$ cat src/hw/mie_pkg.sv
// Purpose: Shared constants and types for the move instruction executor.
// Assumes: 12-bit program words, 8-bit data path, 32 directly indexed files.
// Notes: Encodings and field positions are defined here; the checks and bench also hard-code some slices.
`default_nettype none
package mie_pkg;
   localparam int INSTR_W = 12;
   localparam int DATA_W = 8;
   localparam int FILE_W = 5;
   // Copy-file word is 0010 00df ffff; top six bits must match.
   localparam logic [5:0] COPY_FILE_OP = 6'h08;
   localparam int COPY_TOP_MSB = 11;
   localparam int COPY_TOP_LSB = 6;
   localparam int DEST_BIT = 5;
   // Load-literal word is 1100 kkkk kkkk.
   localparam logic [3:0] LOAD_LITERAL_OP = 4'hc;
   localparam int LIT_TOP_MSB = 11;
   localparam int LIT_TOP_LSB = 8;
   localparam logic DEST_ACC = 1'b0;
   localparam logic DEST_FILE = 1'b1;
   // Oscillator periods per instruction cycle.
   localparam int OSC_PER_CYCLE = 4;
   localparam logic [DATA_W-1:0] ACC_RESET = 8'h00;
   localparam logic [1:0] PHASE_LAST = 2'h2;

   typedef struct packed {
      logic we;
      logic [FILE_W-1:0] addr;
      logic [DATA_W-1:0] data;
   } mie_file_wr_t;
endpackage : mie_pkg
`default_nettype wire

$ cat src/hw/mie_core.sv
// Purpose: Decode and execute the copy-file and load-literal instructions.
// Assumes: ref_clk is the oscillator time base; file read data is
//          combinational from file_raddr; instr is held for a cycle.
// Notes: Fully static; all state is plain flip-flops, so the clock may stop.
`default_nettype none
module mie_core (
   input wire logic ref_clk,
   input wire logic rst_n,
   input wire logic [mie_pkg::INSTR_W-1:0] instr,
   input wire logic [mie_pkg::DATA_W-1:0] file_rdata,
   output logic [mie_pkg::FILE_W-1:0] file_raddr,
   output mie_pkg::mie_file_wr_t file_wr,
   output logic [mie_pkg::DATA_W-1:0] acc,
   output logic zero_flag,
   output logic cycle_start
);
   // =========================================================
   // Instruction phase sequencer
   typedef enum logic [1:0] {
      MIE_Q1 = 2'b00, MIE_Q2 = 2'b01, MIE_Q3 = 2'b11, MIE_Q4 = 2'b10
   } mie_phase_t;
   mie_phase_t phase_q;
   logic is_copy, is_lit, dest;
   logic [mie_pkg::INSTR_W-1:0] instr_q;

   assign is_copy = instr_q[mie_pkg::COPY_TOP_MSB:mie_pkg::COPY_TOP_LSB]
                    == mie_pkg::COPY_FILE_OP;
   assign is_lit = instr_q[mie_pkg::LIT_TOP_MSB:mie_pkg::LIT_TOP_LSB]
                   == mie_pkg::LOAD_LITERAL_OP;
   assign dest = instr_q[mie_pkg::DEST_BIT];

   always_ff @(posedge ref_clk) begin
      if (!rst_n) begin
         phase_q <= MIE_Q1;
      end else begin
         unique case (phase_q)
            MIE_Q1: phase_q <= MIE_Q2;
            MIE_Q2: phase_q <= MIE_Q3;
            MIE_Q3: phase_q <= MIE_Q4;
            MIE_Q4: phase_q <= MIE_Q1;
         endcase
      end
   end

   // =========================================================
   // Oscillator period count
   // Kept beside the Gray sequencer so the checks can compare two
   // independent views of where the instruction cycle stands; a stuck
   // or skipped phase code then shows up as a disagreement.
   logic [1:0] osc_cnt_q;

   always_ff @(posedge ref_clk) begin
      if (!rst_n) begin
         osc_cnt_q <= 2'h0;
      end else if (osc_cnt_q == 2'(mie_pkg::OSC_PER_CYCLE - 1)) begin
         osc_cnt_q <= 2'h0;
      end else begin
         osc_cnt_q <= osc_cnt_q + 2'h1;
      end
   end

   // =========================================================
   // Fetch latch; the word is captured at Q1 and held all cycle.
   always_ff @(posedge ref_clk) begin
      if (!rst_n) begin
         instr_q <= '0;
         cycle_start <= 1'b0;
      end else begin
         cycle_start <= (phase_q == MIE_Q4);
         if (phase_q == MIE_Q1) begin
            instr_q <= instr;
         end
      end
   end

   always_ff @(posedge ref_clk) begin
      if (!rst_n) begin
         file_raddr <= '0;
      end else if (phase_q == MIE_Q2) begin
         file_raddr <= instr_q[mie_pkg::FILE_W-1:0];
      end
   end

   // =========================================================
   // Execute at Q4 so the read address has settled one phase earlier.
   always_ff @(posedge ref_clk) begin
      if (!rst_n) begin
         acc <= mie_pkg::ACC_RESET;
         zero_flag <= 1'b0;
         file_wr <= '0;
      end else begin
         file_wr.we <= 1'b0;
         if (phase_q == MIE_Q4 && is_copy) begin
            zero_flag <= (file_rdata == '0);
            if (dest == mie_pkg::DEST_ACC) begin
               acc <= file_rdata;
            end else begin
               file_wr.we <= 1'b1;
               file_wr.addr <= file_raddr;
               file_wr.data <= file_rdata;
            end
         end else if (phase_q == MIE_Q4 && is_lit) begin
            acc <= instr_q[mie_pkg::DATA_W-1:0];
         end
      end
   end
   // Nothing here depends on clock rate, so any stop or slowdown is safe.

   // =========================================================
   // Checks
   cycle_period_a: assert property (@(posedge ref_clk) disable iff (!rst_n)
      cycle_start |=> !cycle_start [*3] ##1 cycle_start)
      else $error("instruction cycle is not four periods");
   copy_acc_a: assert property (@(posedge ref_clk) disable iff (!rst_n)
      (phase_q == MIE_Q4 && is_copy && !dest) |=>
         acc == $past(file_rdata))
      else $error("copy to accumulator wrong");
   copy_back_a: assert property (@(posedge ref_clk) disable iff (!rst_n)
      (phase_q == MIE_Q4 && is_copy && dest) |=> file_wr.we &&
         file_wr.data == $past(file_rdata) &&
         file_wr.addr == $past(instr_q[4:0]))
      else $error("copy write back wrong");
   copy_zero_a: assert property (@(posedge ref_clk) disable iff (!rst_n)
      (phase_q == MIE_Q4 && is_copy) |=>
         zero_flag == ($past(file_rdata) == 8'h00))
      else $error("zero flag wrong");
   lit_load_a: assert property (@(posedge ref_clk) disable iff (!rst_n)
      (phase_q == MIE_Q4 && is_lit) |=>
         acc == $past(instr_q[7:0]) && $stable(zero_flag))
      else $error("literal load wrong");
   hold_state_a: assert property (@(posedge ref_clk) disable iff (!rst_n)
      (phase_q != MIE_Q4) |=> $stable(acc) && $stable(zero_flag))
      else $error("state changed outside execute");
   we_pulse_a: assert property (@(posedge ref_clk) disable iff (!rst_n)
      file_wr.we |=> !file_wr.we)
      else $error("write strobe longer than one period");
   no_acc_wb_a: assert property (@(posedge ref_clk) disable iff (!rst_n)
      (phase_q == MIE_Q4 && is_copy && dest) |=> $stable(acc))
      else $error("write back touched accumulator");

   // =========================================================
   // Read address and fetch checks
   // The file read port is combinational, so the index must be steady
   // from the third phase through execute or the moved value is torn.
   raddr_load_a: assert property (@(posedge ref_clk)
      disable iff (!rst_n)
      (phase_q == MIE_Q2) |=>
         file_raddr == $past(instr_q[mie_pkg::FILE_W-1:0]))
      else $error("read index not taken from the word");
   raddr_hold_a: assert property (@(posedge ref_clk)
      disable iff (!rst_n)
      (phase_q != MIE_Q2) |=> $stable(file_raddr))
      else $error("read index moved inside the cycle");
   fetch_hold_a: assert property (@(posedge ref_clk)
      disable iff (!rst_n)
      (phase_q != MIE_Q1) |=> $stable(instr_q))
      else $error("instruction word changed inside the cycle");

   // =========================================================
   // Cycle timing checks
   phase_wrap_a: assert property (@(posedge ref_clk)
      disable iff (!rst_n)
      (phase_q == MIE_Q4) |=> (phase_q == MIE_Q1))
      else $error("phase sequence did not wrap after execute");
   phase_track_a: assert property (@(posedge ref_clk)
      disable iff (!rst_n)
      (osc_cnt_q == 2'h0) == (phase_q == MIE_Q1))
      else $error("phase code disagrees with period count");
   start_phase_a: assert property (@(posedge ref_clk)
      disable iff (!rst_n)
      cycle_start |-> (phase_q == MIE_Q1))
      else $error("cycle start pulse in the wrong phase");
   start_due_a: assert property (@(posedge ref_clk)
      disable iff (!rst_n)
      (phase_q == MIE_Q4) |=> cycle_start)
      else $error("cycle start pulse missing after execute");

   // =========================================================
   // Execute checks
   // Only a copy with the file target may raise the write strobe; any
   // other word leaving a strobe behind would corrupt a file register.
   we_source_a: assert property (@(posedge ref_clk)
      disable iff (!rst_n)
      $rose(file_wr.we) |-> ($past(phase_q) == MIE_Q4))
      else $error("write strobe raised outside execute");
   acc_no_wr_a: assert property (@(posedge ref_clk)
      disable iff (!rst_n)
      (phase_q == MIE_Q4 && is_copy && !dest) |=> !file_wr.we)
      else $error("copy to accumulator wrote a file");
   lit_no_wr_a: assert property (@(posedge ref_clk)
      disable iff (!rst_n)
      (phase_q == MIE_Q4 && is_lit) |=> !file_wr.we)
      else $error("literal load wrote a file");
   other_op_a: assert property (@(posedge ref_clk)
      disable iff (!rst_n)
      (phase_q == MIE_Q4 && !is_copy && !is_lit) |=>
         $stable(acc) && $stable(zero_flag) && !file_wr.we)
      else $error("unhandled word changed state");
   decode_excl_a: assert property (@(posedge ref_clk)
      disable iff (!rst_n)
      !(is_copy && is_lit))
      else $error("word decoded as both moves");

   // =========================================================
   // Reset check
   // Reset is sampled on the clock, so after a low level acc, zero_flag,
   // the write strobe and cycle_start must sit idle on the very next edge.
   reset_idle_a: assert property (@(posedge ref_clk)
      !rst_n |=> acc == mie_pkg::ACC_RESET && !zero_flag &&
         !file_wr.we && !cycle_start)
      else $error("outputs not idle after reset");
endmodule : mie_core
`default_nettype wire

$ cat config.mk
export PLATFORM = sky130hd
export DESIGN_NAME = mie_core
export DESIGN_NICKNAME = d
export VERILOG_FILES = /design/src/hw/mie_pkg.sv /design/src/hw/mie_core.sv
export SDC_FILE = /design/constraint.sdc
export NUM_CORES = 1
export LEC_CHECK = 0
export BUFFER_PORTS_ARGS = -buffer_cell sky130_fd_sc_hd__buf_2
export CAP_MARGIN = 20
export CORE_ASPECT_RATIO = 0.6
export CORE_UTILIZATION = 45
export CTS_CLUSTER_SIZE = 25
export DETAILED_ROUTE_END_ITERATION = 8
export GPL_ROUTABILITY_DRIVEN = 0
export GPL_TIMING_DRIVEN = 0
export PLACE_DENSITY = 0.81
export SETUP_SLACK_MARGIN = 0.2
export SYNTH_ARGS = -nofsm -noshare
export SYNTH_HDL_FRONTEND = slang
export SYNTH_SLANG_ARGS = --single-unit
$ cat constraint.sdc
create_clock -name ref_clk -period 1.8 [get_ports ref_clk]
set_input_delay 0.09 -clock ref_clk [delete_from_list [all_inputs] [get_ports ref_clk]]
set_output_delay 0.09 -clock ref_clk [all_outputs]
set_load 0.02 [all_outputs]
==> results of run 1 <==
-- final cells by class --
type                            count  area (sq um)  share of cell area
Multi-Input combinational cell    120           762               0.336
Inverter                            4          15.0             0.00663
Timing Repair Buffer               61           382               0.169
Buffer                             13          86.3              0.0381
Sequential cell                    43           863               0.381
Tap cell                           45          56.3              0.0249
Clock buffer                        8           100              0.0442
-- power groups by stage --
stage	Sequential (mW)	Clock, mW	Combinational (mW)
after global placement	1.03	0	0.158
after floorplan	1.03	0	0.0940
final	1.01	0.660	0.182
after global routing	1.01	0.715	0.201
after CTS	1.00	0.669	0.175
after detailed placement	1.03	0	0.161
-- per-layer routing --
| metal | vias to the layer above | GRT usage | wire length, um |
|---|---|---|---|
| li1 | 755 | - | - |
| met1 | 693 | 0.303 | 2070 |
| met2 | 58 | 0.308 | 1710 |
| met3 | 9 | 0.0860 | 351 |
| met4 | 0 | 0.0714 | 67 |
| met5 | - | 0 | 0 |
-- per-stage QoR --
| stage | setup slack [ps] | power (mW) | util |
|---|---|---|---|
| 3_5_place_dp | -236 | 1.19 | 0.586 |
| 5_1_grt | -236 | 1.93 | 0.665 |
| 4_1_cts | -144 | 1.85 | 0.645 |
| 2_1_floorplan | -145 | 1.12 | - |
| 6_report | -189 | 1.85 | 0.665 |
| 3_3_place_gp | -219 | 1.18 | 0.586 |
-- worst reg2reg max path, cell delays in order (launching register included) --
cell	delay, ps
dfxtp_2	330
or4b_4	520
or4b_4	490
buf_6	150
buf_4	130
mux2i_1	170
nor2_1	60
-- layout by cell type, fill, tap and decap left out, types with 5 or more instances in the layout --
cell      Yosys  layout
clkbuf_1      9       9
buf_2         1      51
a21oi_1      26      24
nand2_1      31      31
nor2_1       16      16
mux2i_1      18      17
clkbuf_8      0       8
nand3_1       6       5
dfxtp_1      43      41
buf_6         1       7
-- worst max path at each step --
stage / slack (ps) / end / cells after the start
2_1_floorplan: -150 / file_wr[3] / 6
3_3_place_gp: -220 / file_wr[6] / 6
3_5_place_dp: -240 / file_wr[6] / 6
4_1_cts: -140 / file_wr[5] / 6
5_1_grt: -240 / file_wr[7] / 6
6_report: -190 / file_wr[7] / 6
-- registers in the layout, summed over array words and instances, names as in the netlist --
signal,count
zero_flag,1
phase_q,2
file_wr,14
acc,8
instr_q,12
file_raddr,5
cycle_start,1
-- kinds of logic after synthesis --
| kind of cell | after synthesis | share of synthesized area |
|---|---|---|
| flops | 43 | 0.515 |
| buf+inv | 17 | 0.0524 |
| simple gates | 66 | 0.191 |
| mux | 18 | 0.108 |
| compound gates | 36 | 0.133 |
-- timing repair --
action	CTS	global route
gates resized for setup	4	10
hold endpoints to repair	0	0
hold buffers	0	0
endpoints found under the setup margin	23	23
cloned	0	1
setup buffers	10	0
pin swaps	5	6
==> reports/qor.txt, run 1 <==
Slew @ Worst Pin: 512 ps
initial antenna violation count: 0
pin count of the biggest net entering global routing: 13
Pwr Density: 816 nW/um^2
failing checks: setup timing
fin cells: 294
Hold Path Origin: rst_n
Slowest-stage cell, CP: or4b_4
Top delay family on crit path: simple AND/OR/NAND/NOR gates
dominant synthesized flop cell: dfxtp_1
PortBufs: 50
sw power: 0.443 mW
slowest cell delay on critical path: 520 ps
Hold Path Class: input port to register
Syn Nets: 202
EDFF count, synth: 0
total track usage: 0.219
sequential power share: 0.545
R2R setup slack: -190 ps
post-synth top area share: 0.515
area leader, netlist: dfxtp_1
Syn. warnings: 0
Hold Path End: phase_q[1]
mean cell area of the mapped netlist: 9.28 sq um
Yosys cell types: 26
total negative slack: -2420 ps
setup violators final: 22
final clock skew: 4.74 ps
Die H: 49.2 um
I/O pin total: 51
Max-Cap Viols: 0
final WL: 4200 um
cts bufs inserted: 5
clock sinks: 43
Logic pwr share: 0.099
Post-Layout Inst Area: 2260 sq um
smallest setup slack after layout: -189 ps
CTS tree: built
starting density of the core: 0.491
most used cell, CP: or4b_4
detailed-route via count: 1,515
Crit path arrival time: 2150 ps
Syn Inst Count: 180
Crit Path Max Fanout: 4
clk buf depth: 2
max_slew headroom: 0.658
Clock power frac: 0.357
post-synthesis register bit count: 43
Synth Cell Area: 1670 sq um
diode count: 0
Filler cells: 283
Die ar.: 3970 sq um
DIE WIDTH: 80.7 um
Synth top cells by count: 43 x dfxtp_1, 31 x nand2_1, 26 x a21oi_1
crit path time final: 1990 ps
DPL Wire Length: 2950 um
sequential area share after synthesis: 0.515
r2r startpoint: instr_q[7]
1st-iter DRT viols: 114
ys async rst share: 0
CTS Root Cell: clkbuf_8
CP Capture Type: register
Worst R2R Path Depth: 6
layout cells sized above 1: 0.353
detailed-route DRC error count: 0
CP startpoint: instr_q[7]
Sw Share: 0.239
Area Overhead vs Synth: 35.6%
static leakage: 1.02 nW
Hold Fails Final Rpt: 0
via/cell ratio: 5.15
worst reg2reg path endpoint: file_wr[7]
synth top area cells: dfxtp_1 52%, mux2i_1 11%, a21oi_1 7.8%
final antenna-violating net count: 0
top-count cell post-synth: dfxtp_1
Tcrit/Tclk final: 1.10
DP Area: 2000 sq um
worst vdd ir: 0.506 mV
CP bufs+invs: 2
CP Launch Type: register
Final #Nets: 270
1st-pass router iterations: 4
WHS Path Cells: 2
Worst-path clk slew: 80 ps
RSZ-0062 raised after global routing: true
Wirelength per Cell: 14.3 um
number of global-route vias before repair: 1,353
Slew Limit Fails: 0
internal power: 1.41 mW
worst path required time: 1970 ps
hold_ws: 24.5 ps
Core Region: 3400 sq um
H-Tree Depth: 2
status: finished with violations
first-pass GRT wire length: 6370 um
latest clock arrival within the worst-skew pair: 290 ps
crit path kind: register to register
gr ovfl total: 0
Fmax: 0.503 GHz
crit-path cells: or4b_4 > or4b_4 > buf_6 > buf_4 > mux2i_1 > nor2_1
row count: 16
Placed Cells: 275
Power figures use the tool's default switching activity.
==> inputs of run 2 (changes only) <==
--- a/config.mk
+++ b/config.mk
@@ -7,7 +7,7 @@
 export LEC_CHECK = 0
 export BUFFER_PORTS_ARGS = -buffer_cell sky130_fd_sc_hd__buf_2
 export CAP_MARGIN = 20
-export CORE_ASPECT_RATIO = 0.6
+export CORE_ASPECT_RATIO = 1.5
 export CORE_UTILIZATION = 45
 export CTS_CLUSTER_SIZE = 25
 export DETAILED_ROUTE_END_ITERATION = 8
@@ -15,6 +15,7 @@
 export GPL_TIMING_DRIVEN = 0
 export PLACE_DENSITY = 0.81
 export SETUP_SLACK_MARGIN = 0.2
+export SLEW_MARGIN = 20
 export SYNTH_ARGS = -nofsm -noshare
 export SYNTH_HDL_FRONTEND = slang
 export SYNTH_SLANG_ARGS = --single-unit
==> run 2 against run 1 <==
  * The flow still finishes with violations (setup timing)
  * Clock skew increased by 6.4 ps
  * Wire length grew 0.17%
  * Critical path depth stayed put
  * First-iteration DRC count fell by 80%
  * Die area hardly changed
  * Worst setup slack lost 3.3 ps
  * Largest power group unchanged
==> reports/qor.txt, run 2 (synthesis results as in run 1) <==
I/O pin total: 51 (unchanged)
latest clock arrival within the worst-skew pair: 300 ps (about the same)
CTS tree: built
Regs by FF count: file_wr (14), instr_q (12), acc (8)
Pwr Density: 825 nW/um^2 (+1.1%)
number of global-route vias before repair: 1,558 (+15%)
Core Region: 3480 sq um (+2.3%)
clk buf depth: 2 (unchanged)
Filler cells: 280 (-1.1%)
r2r startpoint: instr_q[7]
sequential power share: 0.525 (-0.020)
total track usage: 0.242 (+0.0232)
Max-Cap Viols: 0 (unchanged)
multi-input logic area: 835 sq um (+9.5%)
status: finished with violations
H-Tree Depth: 2 (unchanged)
starting density of the core: 0.480 (-0.0109)
1st-pass router iterations: 5 (+1)
initial antenna violation count: 0 (unchanged)
detailed-route via count: 1,519 (+0.26%)
layout cells sized above 1: 0.395 (+0.0417)
Tcrit/Tclk final: 1.11 (+0.00183)
total chip power: 1.92 mW (+3.7%)
diode count: 0 (unchanged)
DIE WIDTH: 51.7 um (-36%)
Worst-path clk slew: 80 ps (about the same)
1st-iter DRT viols: 23 (-80%)
commonest non-fill, non-tap cell in the layout: buf_2
smallest setup slack after layout: -192 ps (-3.30 ps)
final WL: 4210 um (+0.17%)
worst path required time: 1970 ps (about the same)
crit path kind: register to register
detailed-route DRC error count: 0 (unchanged)
PortBufs: 50 (unchanged)
max reg flops: 14 (unchanged)
Clock power frac: 0.377 (+0.020)
Post-Layout Inst Area: 2320 sq um (+2.7%)
Crit Path Max Fanout: 5 (+1)
Die H: 76.6 um (+56%)
Area Overhead vs Synth: 39.2%
static leakage: 1.02 nW (+0.37%)
Seq. cell area: 863 sq um (unchanged)
Hold Path Class: input port to register
Sw Share: 0.235 (-0.00405)
Top reg by flops: file_wr
crit path time final: 1990 ps (+3.30 ps)
Die ar.: 3960 sq um (about the same)
RSZ-0062 raised after global routing: true
DP Area: 1990 sq um (-0.19%)
worst vdd ir: 0.817 mV (+61%)
first-pass GRT wire length: 7060 um (+11%)
row count: 26 (+10)
max_slew headroom: 0.612 (-0.0463)
Logic pwr share: 0.098 (about the same)
cts bufs inserted: 5 (unchanged)
Hold Fails Final Rpt: 0 (unchanged)
CP startpoint: instr_q[7]
Slew Limit Fails: 0 (unchanged)
Slew @ Worst Pin: 582 ps (+69.4 ps)
final clock skew: 11.2 ps (+6.43 ps)
internal power: 1.47 mW (+4.3%)
Crit path arrival time: 2160 ps (about the same)
Fmax: 0.502 GHz (-0.17%)
CTS Hold Bufs: 0 (unchanged)
setup violators final: 22 (unchanged)
pin count of the biggest net entering global routing: 13 (unchanged)
most frequent cells in the layout: 52 x buf_2, 41 x dfxtp_1, 26 x nand2_1
Final #Nets: 270 (unchanged)
sw power: 0.451 mW (+2.0%)
via/cell ratio: 5.24 (+1.6%)
failing checks: setup timing
Layout Utilization: 0.668 (+0.00242)
gr ovfl total: 0 (unchanged)
CP Capture Type: register
Hold Path Origin: rst_n
clock sinks: 43 (unchanged)
CP Launch Type: register
Wirelength per Cell: 14.5 um (+1.5%)
final antenna-violating net count: 0 (unchanged)
CTS Root Cell: clkbuf_8
DPL Wire Length: 2800 um (-4.9%)
==> run 2: changes by cell type in the layout (fill, tap and decap cells not counted), sizes merged <==
cell    previous run  this run
clkbuf            18        14
buf               64        66
bufinv             0         1
==> run 2: cell type report <==
class	count	share of cell area
Multi-Input combinational cell	120	0.359
Timing Repair Buffer	61	0.159
Tap cell	42	0.0226
Inverter	4	0.00646
Clock buffer	6	0.0312
Clock inverter	1	0.0129
Sequential cell	43	0.371
Buffer	13	0.0377
==> run 2: through the flow <==
step           setup WS (ps)  hold slack (ps)  TNS, ps  instances
3_5_place_dp            -244              332    -2920        272
6_report                -192             25.1    -2930        290
2_1_floorplan           -145              217    -1080        180
4_1_cts                 -196             23.7    -2900        290
5_1_grt                 -261             34.3    -4470        290
3_3_place_gp            -220              324    -2540        272
==> run 2: final timing paths <==
kind	end	slack (ps)	cells after the start
min	phase_q[1]	30	2
min reg2reg	file_wr[11]	470	2
max	file_wr[3]	-190	6
max reg2reg	file_wr[3]	-190	6
==> run 2: layer usage <==
| metal | GRT usage | vias up | wire length (um) |
|---|---|---|---|
| met3 | 0.0599 | 16 | 180 |
| met2 | 0.410 | 51 | 2220 |
| li1 | - | 751 | - |
| met1 | 0.261 | 701 | 1630 |
| met4 | 0.141 | 0 | 176 |
| met5 | 0 | - | 0 |
==> run 2: worst max-delay path, stage by stage (launching register included) <==
cell and delay, ps:
dfxtp_2 330, or4b_4 550, or4b_4 490, buf_6 150, buf_8 130, mux2i_1 150, nor2_1 60
==> run 2: timing repair <==
item	CTS	global route
cloned	2	0
setup endpoints to repair	23	23
resized for setup	26	7
pin swaps	18	11
buffers inserted	9	0
==> run 2: power groups by stage <==
stage	Sequential (mW)	Clock [mW]	Combinational [mW]
finish	1.01	0.723	0.188
global route	1.01	0.772	0.208
CTS	1.00	0.725	0.183
detailed placement	1.02	0	0.161
global placement	1.02	0	0.159
floorplan	1.03	0	0.0940
==> inputs of run 3 (changes only) <==
--- a/config.mk
+++ b/config.mk
@@ -8,6 +8,7 @@
 export BUFFER_PORTS_ARGS = -buffer_cell sky130_fd_sc_hd__buf_2
 export CAP_MARGIN = 20
 export CORE_ASPECT_RATIO = 1.5
+export CORE_MARGIN = 10
 export CORE_UTILIZATION = 45
 export CTS_CLUSTER_SIZE = 25
 export DETAILED_ROUTE_END_ITERATION = 8
==> run 3 against run 2 <==
  * The run still ends with setup timing left
  * Wire length rose by 19%
  * First-iteration DRC count rose to 3.7 times the previous value
  * Clock skew barely moved
  * Sequential power barely moved
  * Sequential cell count did not move
  * Combinational power rose by 9.6%
  * Global-route usage fell by 10 points
  * Register-to-register slack barely moved
  * Sequential share of layout area fell by 0.62 points
  * Power fell by 5.2%
  * Final cell count rose by 2.1%
  * Design area rose by 1.6%
==> reports/qor.txt, run 3 (synthesis results as in run 1) <==
status: finished with violations
failing checks: setup timing
worst path required time: 1970 ps (about the same)
Slowest-stage cell, CP: or4b_4
Hold Fails Final Rpt: 0 (unchanged)
1st-pass router iterations: 4 (-1)
detailed-route via count: 1,538 (+1.3%)
Max-Cap Viols: 0 (unchanged)
clock sinks: 43 (unchanged)
Core Region: 3610 sq um (+3.8%)
crit path time final: 2000 ps (+7.97 ps)
CTS Root Cell: clkbuf_8
Slew Limit Fails: 0 (unchanged)
Final #Nets: 274 (+1.5%)
CP Capture Type: register
max_slew headroom: 0.570 (-0.0426)
I/O pin total: 51 (unchanged)
R2R setup slack: -200 ps (about the same)
crit path kind: register to register
total chip power: 1.82 mW (-5.2%)
final clock skew: 11.6 ps (+0.435 ps)
most frequent cells in the layout: 51 x buf_2, 42 x dfxtp_1, 27 x nand2_1
Crit Path Max Fanout: 4 (-1)
layout cells sized above 1: 0.423 (+0.0278)
total track usage: 0.137 (-0.105)
pin count of the biggest net entering global routing: 14 (+1)
Crit path arrival time: 2170 ps (about the same)
r2r startpoint: instr_q[10]
Hold Path Class: input port to register
PortBufs: 50 (unchanged)
cts bufs inserted: 5 (unchanged)
Worst-path clk slew: 80 ps (about the same)
DPL Wire Length: 3340 um (+19%)
Fmax: 0.500 GHz (-0.40%)
worst reg2reg path endpoint: file_wr[0]
setup violators final: 23 (+4.5%)
Top delay family on crit path: simple AND/OR/NAND/NOR gates
slowest cell delay on critical path: 560 ps (about the same)
hold_ws: 18.3 ps (-6.87 ps)
latest clock arrival within the worst-skew pair: 300 ps (about the same)
Die ar.: 6600 sq um (+66%)
Top reg by flops: file_wr
commonest non-fill, non-tap cell in the layout: buf_2
crit-path cells: or4b_4 > or4b_4 > buf_6 > buf_4 > mux2i_1 > nor2_1
Tcrit/Tclk final: 1.11 (+0.00443)
Hold Path End: instr_q[4]
final antenna-violating net count: 0 (unchanged)
DIE WIDTH: 69.7 um (+35%)
Die H: 94.6 um (+23%)
final WL: 5010 um (+19%)
CP Launch Type: register
Pwr Density: 770 nW/um^2 (-6.7%)
detailed-route DRC error count: 0 (unchanged)
static leakage: 1.06 nW (+3.7%)
most used cell, CP: or4b_4
H-Tree Depth: 2 (unchanged)
DP Area: 1990 sq um (about the same)
RSZ-0062 raised after global routing: true
row count: 27 (+3.8%)
Post-Layout Inst Area: 2360 sq um (+1.6%)
1st-iter DRT viols: 84 (+270%)
gr ovfl total: 0 (unchanged)
starting density of the core: 0.462 (-0.0178)
Slew @ Worst Pin: 646 ps (+63.9 ps)
smallest setup slack after layout: -200 ps (-7.97 ps)
diode count: 0 (unchanged)
Wirelength per Cell: 16.9 um (+17%)
initial antenna violation count: 0 (unchanged)
max reg flops: 14 (unchanged)
clk buf depth: 2 (unchanged)
WHS Path Cells: 3 (+1)
via/cell ratio: 5.20 (-0.80%)
Hold Path Origin: instr[4]
worst vdd ir: 0.553 mV (-32%)
Area Overhead vs Synth: 41.3%
number of global-route vias before repair: 1,570 (+0.77%)
first-pass GRT wire length: 7260 um (+2.8%)
CP bufs+invs: 2 (unchanged)
CTS tree: built
Worst R2R Path Depth: 6 (unchanged)
Regs by FF count: file_wr (14), instr_q (12), acc (8)
-- run 3: cell types whose count changed in the layout (fill, tap and decap cells not counted), moves of 3 or more --
cell,previous run,this run
mux2i_2,1,4
a21oi_2,4,8
buf_4,4,8
a21oi_1,22,18
clkinv_2,0,3
-- run 3: worst reg2reg max path, stage by stage, from the launching register on --
cell	delay, ps
dfxtp_2	320
or4b_4	560
or4b_4	540
buf_6	150
buf_4	130
mux2i_1	130
nor2_1	50
-- run 3: worst max-delay path by stage --
stage	to	depth (start not counted)	from	slack (ps)
CTS	file_wr[5]	6	instr_q[10]	-160
global placement	file_wr[5]	6	instr_q[6]	-220
global route	file_wr[5]	6	instr_q[7]	-270
detailed placement	file_wr[5]	6	instr_q[6]	-230
floorplan	file_wr[3]	6	instr_q[6]	-150
finish	file_wr[0]	6	instr_q[10]	-200
-- run 3: what timing repair did --
item,CTS,global route
resized for setup,7,26
endpoints found under the setup margin,23,23
buffers inserted,11,3
hold buffers,0,0
cloned,0,1
pin swaps,5,16
-- run 3: where the power goes --
part / total [mW] / internal, mW / switching [mW]
logic: 0.206 / 0.0906 / 0.116
registers: 1.01 / 0.979 / 0.0286
clock network: 0.604 / 0.266 / 0.338
total: 1.82 / 1.34 / 0.482
-- run 3: area by class of cell --
type,count,area [sq um]
inverter,4,15.0
clock buffer,5,68.8
fill,307,1250
sequential,43,862
clock inverter,3,15.0
multi-input combinational,120,838
buffer,13,87.6
timing repair buffer,65,420
tap,43,53.8
-- run 3: metal layers --
| metal | global-route usage | part of all wire | wire (um) | up-vias |
|---|---|---|---|---|
| met1 | 0.124 | 0.37 | 1860 | 730 |
| met2 | 0.261 | 0.55 | 2760 | 40 |
| met3 | 0.0472 | 0.055 | 278 | 9 |
| li1 | - | - | - | 759 |
| met5 | 0 | 0 | 0 | - |
| met4 | 0.0776 | 0.023 | 114 | 0 |
-- run 3: stage by stage --
step	std cells	setup TNS (ps)	setup WS [ps]	utilization
finish	296	-3480	-200	0.653
global route	296	-4810	-267	0.653
CTS	292	-2040	-159	0.609
detailed placement	273	-2770	-227	0.551
global placement	273	-2500	-218	0.551
floorplan	180	-1080	-145	-
